File: src/common/acs_map.vh
`ifndef ACS_MAP_VH
`define ACS_MAP_VH
// control word field positions
`define ACS_CODE_MSB 5
`define ACS_CODE_LSB 3
`define ACS_CTRL_WIDTH 8
// frame timing in serial clock cycles
`define ACS_CONV_CYCLES 16
`define ACS_CAPTURE_EDGES 8
`define ACS_LEAD_ZEROS 4
`define ACS_RESULT_BITS 12
// reset values
`define ACS_CHAN_RESET 3'h0
`define ACS_SHIFT_RESET 8'h00
`endif

File: src/core/acs_channel_select.v
// Overview of operation
// - control word bits 7,6,2,1,0 are ignored
// - bits 5..3 choose channel for next conversion
// - channel code is plain binary index 0..7
// - each conversion spans sixteen serial clocks
// - first eight rising edges capture word MSB-first
// - four zeros then twelve result bits out
`timescale 1ns/100ps
`include "acs_map.vh"
module acs_channel_select #(
  parameter RESULT_BITS = `ACS_RESULT_BITS,
  parameter CHANNELS = 8
) (
  // clock and reset
  input wire ref_clk,
  input wire sys_rst,
  // serial link pins
  input wire chip_select_n,
  input wire sclk,
  input wire din,
  output wire dout,
  output wire doutOe,
  // converter core side
  input wire [RESULT_BITS-1:0] convResult,
  output reg [2:0] activeChannel,
  output reg [CHANNELS-1:0] analogInputSel,
  output reg trackMode,
  output reg sampleStrobe,
  output reg convBusy,
  output reg powerUp
);
  wire csnS;
  wire sclkS;
  wire dinS;
  reg sclkQ_r;
  reg csnQ_r;
  reg [4:0] riseCnt_r;
  reg [4:0] fallCnt_r;
  reg [7:0] shiftIn_r;
  reg [2:0] nextChan_r;
  reg [RESULT_BITS-1:0] outShift_r;
  reg doutBit_r;
  wire riseEdge;
  wire fallEdge;
  wire frameOn;
  wire frameStart;
  wire riseCapture;
  wire riseLast;
  wire fallLast;
  wire fallHold;
  wire leadPhase;

  // synchronise all link pins; sclk must be well below ref_clk/6
  // chip select idles high; a low reset level would open a false frame
  acs_sync3 #(.RST_VAL(1'b1)) uCsn (
    .refClk(ref_clk),
    .sysRst(sys_rst),
    .pinIn(chip_select_n),
    .levelOut(csnS)
  );
  acs_sync3 uSclk (
    .refClk(ref_clk),
    .sysRst(sys_rst),
    .pinIn(sclk),
    .levelOut(sclkS)
  );
  acs_sync3 uDin (
    .refClk(ref_clk),
    .sysRst(sys_rst),
    .pinIn(din),
    .levelOut(dinS)
  );

  assign frameOn = ~csnS;
  // sclk gated off while deselected
  assign riseEdge = frameOn & sclkS & ~sclkQ_r;
  assign fallEdge = frameOn & ~sclkS & sclkQ_r;

  // positions within a conversion, decoded once and shared
  assign frameStart = frameOn & csnQ_r;
  assign riseCapture = riseEdge & (riseCnt_r == `ACS_CAPTURE_EDGES - 1);
  assign riseLast = riseEdge & (riseCnt_r == `ACS_CONV_CYCLES - 1);
  assign fallLast = fallEdge & (fallCnt_r == `ACS_CONV_CYCLES - 1);
  assign leadPhase = fallCnt_r < `ACS_LEAD_ZEROS;
  assign fallHold = fallEdge & (fallCnt_r == `ACS_LEAD_ZEROS - 1);

  // plain binary one-hot decode
  function [CHANNELS-1:0] decodeChan;
    input [2:0] code;
    begin
      decodeChan = {{(CHANNELS-1){1'b0}}, 1'b1} << code;
    end
  endfunction

  // pin history for edge and frame-start detection
  always @(posedge ref_clk or posedge sys_rst) begin
    if (sys_rst) begin
      sclkQ_r <= 1'b0;
      csnQ_r <= 1'b1;
    end else begin
      sclkQ_r <= sclkS;
      csnQ_r <= csnS;
    end
  end

  // rising edges within the current conversion
  // frame end or sixteenth rise restarts the count
  always @(posedge ref_clk or posedge sys_rst) begin
    if (sys_rst) begin
      riseCnt_r <= 5'h00;
    end else if (!frameOn || riseLast) begin
      riseCnt_r <= 5'h00;
    end else if (riseEdge) begin
      riseCnt_r <= riseCnt_r + 5'h01;
    end
  end

  // falling edges already seen; the current edge is fallCnt_r+1
  // a cut frame leaves no stale position for the next one
  always @(posedge ref_clk or posedge sys_rst) begin
    if (sys_rst) begin
      fallCnt_r <= 5'h00;
    end else if (!frameOn || fallLast) begin
      fallCnt_r <= 5'h00;
    end else if (fallEdge) begin
      fallCnt_r <= fallCnt_r + 5'h01;
    end
  end

  // control word shifts in msb first on the first eight rises
  always @(posedge ref_clk or posedge sys_rst) begin
    if (sys_rst) begin
      shiftIn_r <= `ACS_SHIFT_RESET;
    end else if (riseEdge && (riseCnt_r < `ACS_CAPTURE_EDGES)) begin
      shiftIn_r <= {shiftIn_r[6:0], dinS};
    end
  end

  // only bits 5..3 are kept; the rest never reach any logic
  always @(posedge ref_clk or posedge sys_rst) begin
    if (sys_rst) begin
      nextChan_r <= `ACS_CHAN_RESET;
    end else if (riseCapture) begin
      nextChan_r <= shiftIn_r[`ACS_CODE_MSB-1:`ACS_CODE_LSB-1];
    end
  end

  // stored code applies at a frame start, or after rise 16 when
  // conversions run back to back inside one frame
  always @(posedge ref_clk or posedge sys_rst) begin
    if (sys_rst) begin
      activeChannel <= `ACS_CHAN_RESET;
      analogInputSel <= {{(CHANNELS-1){1'b0}}, 1'b1};
    end else if (frameStart || riseLast) begin
      activeChannel <= nextChan_r;
      analogInputSel <= decodeChan(nextChan_r);
    end
  end

  // result latched with the hold strobe, then shifted msb first
  always @(posedge ref_clk or posedge sys_rst) begin
    if (sys_rst) begin
      outShift_r <= {RESULT_BITS{1'b0}};
    end else if (fallHold) begin
      outShift_r <= convResult;
    end else if (fallEdge && !leadPhase) begin
      outShift_r <= {outShift_r[RESULT_BITS-2:0], 1'b0};
    end
  end

  // four leading zeros, then twelve result bits on falls 5..16
  // deselected output parks low so a reselect starts clean
  always @(posedge ref_clk or posedge sys_rst) begin
    if (sys_rst) begin
      doutBit_r <= 1'b0;
    end else if (!frameOn) begin
      doutBit_r <= 1'b0;
    end else if (fallEdge && leadPhase) begin
      doutBit_r <= 1'b0;
    end else if (fallEdge) begin
      doutBit_r <= outShift_r[RESULT_BITS-1];
    end
  end

  // track from frame start or rise 16 until hold starts at fall 4
  always @(posedge ref_clk or posedge sys_rst) begin
    if (sys_rst) begin
      trackMode <= 1'b0;
    end else if (!frameOn) begin
      trackMode <= 1'b0;
    end else if (frameStart || riseLast) begin
      trackMode <= 1'b1;
    end else if (fallHold) begin
      trackMode <= 1'b0;
    end
  end

  // hold strobe lasts one cycle; chip select high powers down
  always @(posedge ref_clk or posedge sys_rst) begin
    if (sys_rst) begin
      sampleStrobe <= 1'b0;
      powerUp <= 1'b0;
    end else begin
      sampleStrobe <= fallHold;
      powerUp <= frameOn;
    end
  end

  // busy for the whole frame, continuous conversions included
  always @(posedge ref_clk or posedge sys_rst) begin
    if (sys_rst) begin
      convBusy <= 1'b0;
    end else if (!frameOn) begin
      convBusy <= 1'b0;
    end else if (frameStart) begin
      convBusy <= 1'b1;
    end
  end

  // active while selected, released while deselected
  assign dout = doutBit_r;
  assign doutOe = frameOn;
endmodule

File: src/core/acs_sync3.v
`timescale 1ns/100ps
// three-stage pin synchroniser; output changes once stages two and three agree
module acs_sync3 #(
  parameter [0:0] RST_VAL = 1'b0
) (
  // clock and reset
  input wire refClk,
  input wire sysRst,
  // pin in, clean level out
  input wire pinIn,
  output reg levelOut
);
  reg s1_r;
  reg s2_r;
  reg s3_r;
  always @(posedge refClk or posedge sysRst) begin
    if (sysRst) begin
      // reset to RST_VAL; only chip select sets it to its idle high level, sclk and din reset low
      s1_r <= RST_VAL;
      s2_r <= RST_VAL;
      s3_r <= RST_VAL;
      levelOut <= RST_VAL;
    end else begin
      s1_r <= pinIn;
      s2_r <= s1_r;
      s3_r <= s2_r;
      if (s2_r == s3_r) begin
        levelOut <= s3_r;
      end
    end
  end
endmodule

File: config.mk
export PLATFORM = sky130hd
export DESIGN_NAME = acs_channel_select
export DESIGN_NICKNAME = d
export VERILOG_FILES = /design/src/core/acs_channel_select.v /design/src/core/acs_sync3.v
export VERILOG_INCLUDE_DIRS = /design/src /design/src/common
export SDC_FILE = /design/constraint.sdc
export NUM_CORES = 1
export LEC_CHECK = 0
export ABC_AREA = 1
export BUFFER_PORTS_ARGS = -buffer_cell sky130_fd_sc_hd__buf_2
export CAP_MARGIN = 40
export CORE_MARGIN = 2
export CORE_UTILIZATION = 40
export DETAILED_ROUTE_END_ITERATION = 12
export PLACE_DENSITY = 0.62
export RECOVER_POWER = 50
export SETUP_SLACK_MARGIN = 0.2
export SLEW_MARGIN = 20
export SYNTH_ARGS = -nofsm -noshare
export SYNTH_HDL_FRONTEND = slang
export SYNTH_SLANG_ARGS = --single-unit
File: constraint.sdc
create_clock -name ref_clk -period 1.92 [get_ports ref_clk]
set_input_delay 0.384 -clock ref_clk [delete_from_list [all_inputs] [get_ports ref_clk]]
set_output_delay 0.384 -clock ref_clk [all_outputs]
set_load 0.005 [all_outputs]
==> reports/qor.yml, run 1 <==
synth:
  yosys_warnings: 0
  synth_common_cells: "92 x nand2_1, 54 x dfrtp_1, 39 x nand3_1"
  syn_nets: 309
  yosysSeqAreaShare: 0.5746
  ys_types: 28
  synth_flop_cell: "dfrtp_1"
  syn_avg_cell_area_um2: 9.119
  syn_inst: 288
  synth.top_cells.by_area: "dfrtp_1 51%, nand2_1 13%, nand3_1 7.4%, dfstp_2 6.0%, inv_1 4.4%"
  synthArstFlopShare: 1.000
  synth_top_area_frac: 0.5145
  synth_top_area_cell: "dfrtp_1"
  yosysMostFrequentCell: "nand2_1"
  synth-edff-count: 0
  ys_seq_elements: 60
  synth_area_um2: 2626
power_and_ir_drop:
  ir_drop_mv: 0.5601
  p_leak_uw: 0.001601
  p_per_area_nw_per_um2: 983.0
  power_uw: 3043
setup_path:
  worstPathRequired_ns: 1.54
  endpoint: "doutOe"
  path_cells: "inv_2, buf_2"
  regToRegEndpoint: "outShift_r[11]"
  crit_fanout: 13
  worst-path-stages: 2
  crit_family: "flip-flops"
  cp_data_arrival_time_ns: 1.19
  reg2reg_depth: 7
  crit_type: "reg2out"
  startpoint: "uCsn.levelOut"
  cp-end-kind: "output pin"
  r2r_start: "uCsn.levelOut"
  r2r_slack_ns: 0.35
  cp_slowest_cell: "dfstp_2"
  cp-start-kind: "flop"
  path_buf_inv: 2
  worst_path_largest_cell_delay_ns: 0.58
global_routing:
  grt_util_all_layers: 0.1414
  antenna_found_initial: 0
  grt_first_pass_wirelength_um: 8142
  grt_max_degree: 61
  grt_pass1_vias: 1801
  grt_overflow: 0
place:
  hpwl_um: 3073
  place_inst: 393
  place.gp.congestion: 0.7667
  port_buffers: 33
  place_ws_ns: 0.2555
die:
  initial_core_util: 0.4136
  core_region_area_um2: 6350
  io_pins: 34
  dieArea_um2: 7230
  fp-row-count: 29
  die_x_um: 85.03
  fp.dieH_um: 85.03
cts:
  postCtsHoldBufs: 0
  clock_latency_ns: 0.33
  cts-root-buf: "clkbuf_8"
  clockBufferDepth: 2
  clk_pin_slew_worst_paths_ns: 0.07
  clock-sinks: 60
  htree_levels: 3
  cts_buffers: 9
  cts_tree: "yes"
timing:
  slew_viol_final: 0
  tns_ns: 0
  setup_viol: 0
  slew_headroom: 0.05352
  worstMarginPinSlew_ns: 1.420
  hold_violations: 0
  period_share: 0.8214
  setup_ws_ns: 0.3429
  skew_ns: 0.007814
  rsz0062_at_grt: "false"
  finalCriticalPeriod_ns: 1.577
  max_freq_mhz: 634.1
cells_and_area:
  area_delta_synth_final_pct: 17.87
  multiInputGateArea_um2: 948.4
  layout.cells.non_filler: 410
  diodes: 0
  seqCellArea_um2: 1509
  nets: 349
  drive_gt1_frac: 0.2252
  fillCellCount: 611
drt:
  drc: 0
  drt-initial-drc-count: 92
  antenna_left: 0
  avgViaCountPerCell: 4.671
  wl_per_cell_um: 11.05
  firstDrtPassIters: 4
  wl_um: 4532
  vias: 1915
hold_path:
  hold_class: "in2reg"
flow_run:
  maxCapViolCount: 0
run_status:
  status: "complete, no violations"
[cells in the final DEF (no fill, tap or decap)]
cell	n
clkbuf_2	1
bufinv_16	1
ha_2	1
o21ai_2	1
clkbuf_8	11
ha_1	3
xor2_1	2
clkinvlp_4	4
inv_1	30
maj3_1	3
a21boi_4	1
o21ai_4	1
nand3_2	1
o21ai_0	7
o21ai_1	5
nand2_1	92
dfstp_2	6
nand2_2	3
nor2_1	13
buf_4	2
buf_12	1
nand3b_1	2
dfrtp_1	54
nor2_4	3
buf_2	33
a21oi_1	4
nand3_1	39
o22ai_1	3
nand4_1	1
nand2_4	1
inv_2	2
nand4_4	1
clkinvlp_2	1
[through the flow]
step	utilization	area [µm²]	hold WS, ns
finish	0.4875	3095	0.1437
global route	0.4875	3095	0.1232
CTS	0.4855	3083	0.1185
detailed placement	0.4522	2872	0.3347
global placement	0.4522	2872	0.3337
floorplan	-	2630	0.3312
[state kept, by name (all words and copies together) (netlist names), 3 cells and up]
name	count
shiftIn_r	5
fallCnt_r	5
nextChan_r	3
analogInputSel	8
riseCnt_r	5
activeChannel	3
outShift_r	12
[worst min-delay path by stage]
stage | from | to | slack [ns] | depth (start not counted)
after floorplan | uDin.s1_r | uDin.s2_r | 0.33 | 0
after global placement | uDin.s1_r | uDin.s2_r | 0.33 | 0
after detailed placement | uSclk.s1_r | uSclk.s2_r | 0.33 | 0
after CTS | sys_rst | outShift_r[6] | 0.12 | 3
after global routing | chip_select_n | uCsn.s1_r | 0.12 | 1
final | chip_select_n | uCsn.s1_r | 0.14 | 1
[cell families after synthesis]
family,synth area share
XOR/XNOR,0.006671
adder cells (fa/ha/maj),0.03049
buffers and inverters,0.06812
AND/OR/NAND/NOR,0.2687
AO/OA/AOI/OAI,0.05145
flip-flops,0.5746
[timing repair]
item                       4_1_cts  5_1_grt
resized for setup                0        2
setup endpoints to repair        0       12
buffers inserted                 0        1
[per-layer routing]
layer / part of all wire / GRT usage
met2: 0.43 / 0.2067
met4: 0.014 / 0.05051
met3: 0.056 / 0.05253
met1: 0.50 / 0.1939
met5: 0 / 0
[power breakdown]
group,internal [µW],leakage [µW],switching (µW)
logic,148,0.000787,206
registers,1430,0.000720,91.7
clock network,669,0.0000938,494
total,2250,0.00160,791
[area by class of cell]
class / count / share of cell area
clock inverters: 5 / 0.01940
flip-flops and latches: 60 / 0.4875
repair buffers: 37 / 0.06629
clock buffers: 11 / 0.04891
multi-input cells: 187 / 0.3064
well taps: 77 / 0.03112
inverters: 33 / 0.04042
No activity file was read; power rests on OpenSTA's default activity.
==> inputs of run 2 (changes only) <==
- clock period: 1.92 -> 1.4 ns (I/O delays scaled with it)
==> reports/qor.yml, run 2 (synthesis results as in run 1) <==
drt:
  drt-initial-drc-count: 94  # was 92
  drc: 0  # unchanged
  wl_um: 6501  # was 4532 µm
  wl_per_cell_um: 14.13  # was 11.05 µm
  antenna_left: 0  # unchanged
  vias: 2263  # was 1915
  avgViaCountPerCell: 4.920  # was 4.671
  firstDrtPassIters: 4  # unchanged
cells_and_area:
  final_cell_area_um2: 4079  # was 3095 µm²
  largest_reg_flops: 12  # unchanged
  top_regs: "outShift_r: 12 flops, analogInputSel: 8 flops"  # unchanged
  drive_gt1_frac: 0.5457  # was 0.2252
  area_delta_synth_final_pct: 55.31  # was 17.87%
  top_register: "outShift_r"  # unchanged
  diodes: 0  # unchanged
  mostFrequentLayoutCells: "57 x nand2_1, 53 x dfrtp_1, 32 x buf_2"  # was 92 x nand2_1, 54 x dfrtp_1, 39 x nand3_1
  layout_commonest_cell: "nand2_1"  # unchanged
  nets: 399  # was 349
  fillCellCount: 468  # was 611
setup_path:
  worstPathRequired_ns: 1.12  # was 1.54 ns
  crit_type: "reg2out"  # unchanged
  cp_data_arrival_time_ns: 1.16  # was 1.19 ns
  r2r_slack_ns: -0.04  # was 0.35 ns
  crit_fanout: 4  # was 13
  cp-start-kind: "flop"  # unchanged
  cp-end-kind: "output pin"  # unchanged
timing:
  slew_headroom: 0.4601  # was 0.05352
  setup_ws_ns: -0.03931  # was 0.3429 ns
  slew_viol_final: 0  # unchanged
  hold_violations: 0  # unchanged
  finalCriticalPeriod_ns: 1.439
  setup_viol: 10  # was 0
  rsz0062_at_grt: "true"  # was false
  tns_ns: -0.1915  # was 0 ns
  worstMarginPinSlew_ns: 0.8098  # was 1.420 ns
  period_share: 1.028
  skew_ns: 0.006575  # was 0.007814 ns
  max_freq_mhz: 694.8
power_and_ir_drop:
  p_leak_uw: 0.002029  # was 0.001601 µW
  p_per_area_nw_per_um2: 1138  # was 983.0 nW/µm²
  p_switching_uw: 1352  # was 791.5 µW
  intPower_uw: 3288  # was 2251 µW
  ir_drop_mv: 0.8460  # was 0.5601 mV
  power_frac_seq: 0.463  # was 0.502
  power_switching_share: 0.2913  # was 0.2601
  clkPwrFrac: 0.342  # was 0.382
  power_frac_comb: 0.195  # was 0.116
die:
  dieArea_um2: 7230  # unchanged
  fp.dieH_um: 85.03  # unchanged
  fp-row-count: 29  # unchanged
  core_region_area_um2: 6350  # unchanged
  die_x_um: 85.03  # unchanged
  io_pins: 34  # unchanged
  initial_core_util: 0.4136  # unchanged
global_routing:
  antenna_found_initial: 0  # unchanged
  grt_max_degree: 61  # unchanged
  grt_pass1_vias: 2154  # was 1801
  grt_util_all_layers: 0.1709  # was 0.1414
  grt_first_pass_wirelength_um: 9839  # was 8142 µm
  grt_overflow: 0  # unchanged
cts:
  clk_pin_slew_worst_paths_ns: 0.07  # about the same
  clockBufferDepth: 2  # unchanged
  htree_levels: 3  # unchanged
  cts_tree: "yes"  # unchanged
  clock-sinks: 60  # unchanged
  cts-root-buf: "clkbuf_8"  # unchanged
  clock_latency_ns: 0.34  # was 0.33 ns
  cts_buffers: 9  # unchanged
place:
  place.gp.congestion: 0.7552  # was 0.7667
  port_buffers: 33  # unchanged
  place_area_um2: 3138  # was 2872 µm²
  hpwl_um: 3455  # was 3073 µm
flow_run:
  maxCapViolCount: 0  # unchanged
run_status:
  violations: "negative setup slack"
  status: "finished, violations left"  # was complete, no violations
hold_path:
  hold_class: "in2reg"  # unchanged
==> run 2: critical path: stages (launching register included) <==
cell,delay [ns]
dfstp_2,0.55
inv_4,0.05
buf_6,0.12
buf_6,0.10
==> run 2: repair_timing <==
action                     CTS  global route
buffers inserted            22             9
resized for setup           67            55
hold buffers                 0             0
gates cloned                 2             2
pin swaps                   33            24
setup endpoints to repair   45            45
==> run 2: routing by layer <==
| layer | vias up | wire [µm] | GRT usage |
|---|---|---|---|
| li1 | 1110 | - | - |
| met1 | 1089 | 2758 | 0.2238 |
| met2 | 45 | 3289 | 0.2685 |
| met3 | 19 | 214 | 0.03794 |
| met4 | 0 | 238 | 0.08369 |
| met5 | - | 0 | 0 |
==> run 2: power groups by stage <==
stage               logic [µW]  registers (µW)  clock network, µW
global route              1000            2170               1690
global placement           600            2130                  0
finish                     907            2150               1590
detailed placement         614            2140                  0
floorplan                  403            2120                  0
CTS                        758            2110               1600
==> run 2: path summary, 6_finish.rpt <==
kind                                    start        endpoint  depth (start not counted)
worst max-delay path            uCsn.levelOut          doutOe                          3
worst min register to register      uDin.s1_r       uDin.s2_r                          0
worst max register to register   fallCnt_r[3]   outShift_r[8]                          7
worst min-delay path            chip_select_n       uCsn.s1_r                          1
max in group asynchronous             sys_rst  uSclk.levelOut                          3
min in group asynchronous             sys_rst       uDin.s1_r                          3
==> run 2: through the flow <==
stage | setup WS [ns] | utilization | instances | total power (µW) | hold WS [ns]
5_1_grt | -0.09122 | 0.6424 | 460 | 4867 | 0.02314
6_report | -0.03931 | 0.6424 | 460 | 4640 | 0.03404
3_3_place_gp | 0.03422 | 0.4942 | 409 | 2731 | 0.3327
2_1_floorplan | 0.04135 | - | 288 | 2527 | 0.2845
4_1_cts | -0.03642 | 0.5951 | 449 | 4474 | 0.02721
3_5_place_dp | -0.02795 | 0.4942 | 409 | 2757 | 0.3355
==> run 2: area by class of cell <==
| type | instances | area, µm² | share of cell area |
|---|---|---|---|
| clock buffers | 10 | 137.6 | 0.03374 |
| clock inverters | 6 | 63.81 | 0.01564 |
| inverters | 33 | 140.1 | 0.03436 |
| multi-input cells | 188 | 1428 | 0.3500 |
| flip-flops and latches | 60 | 1510 | 0.3702 |
| well taps | 77 | 96.34 | 0.02362 |
| repair buffers | 85 | 696.9 | 0.1709 |
| repair inverters | 1 | 6.256 | 0.001534 |
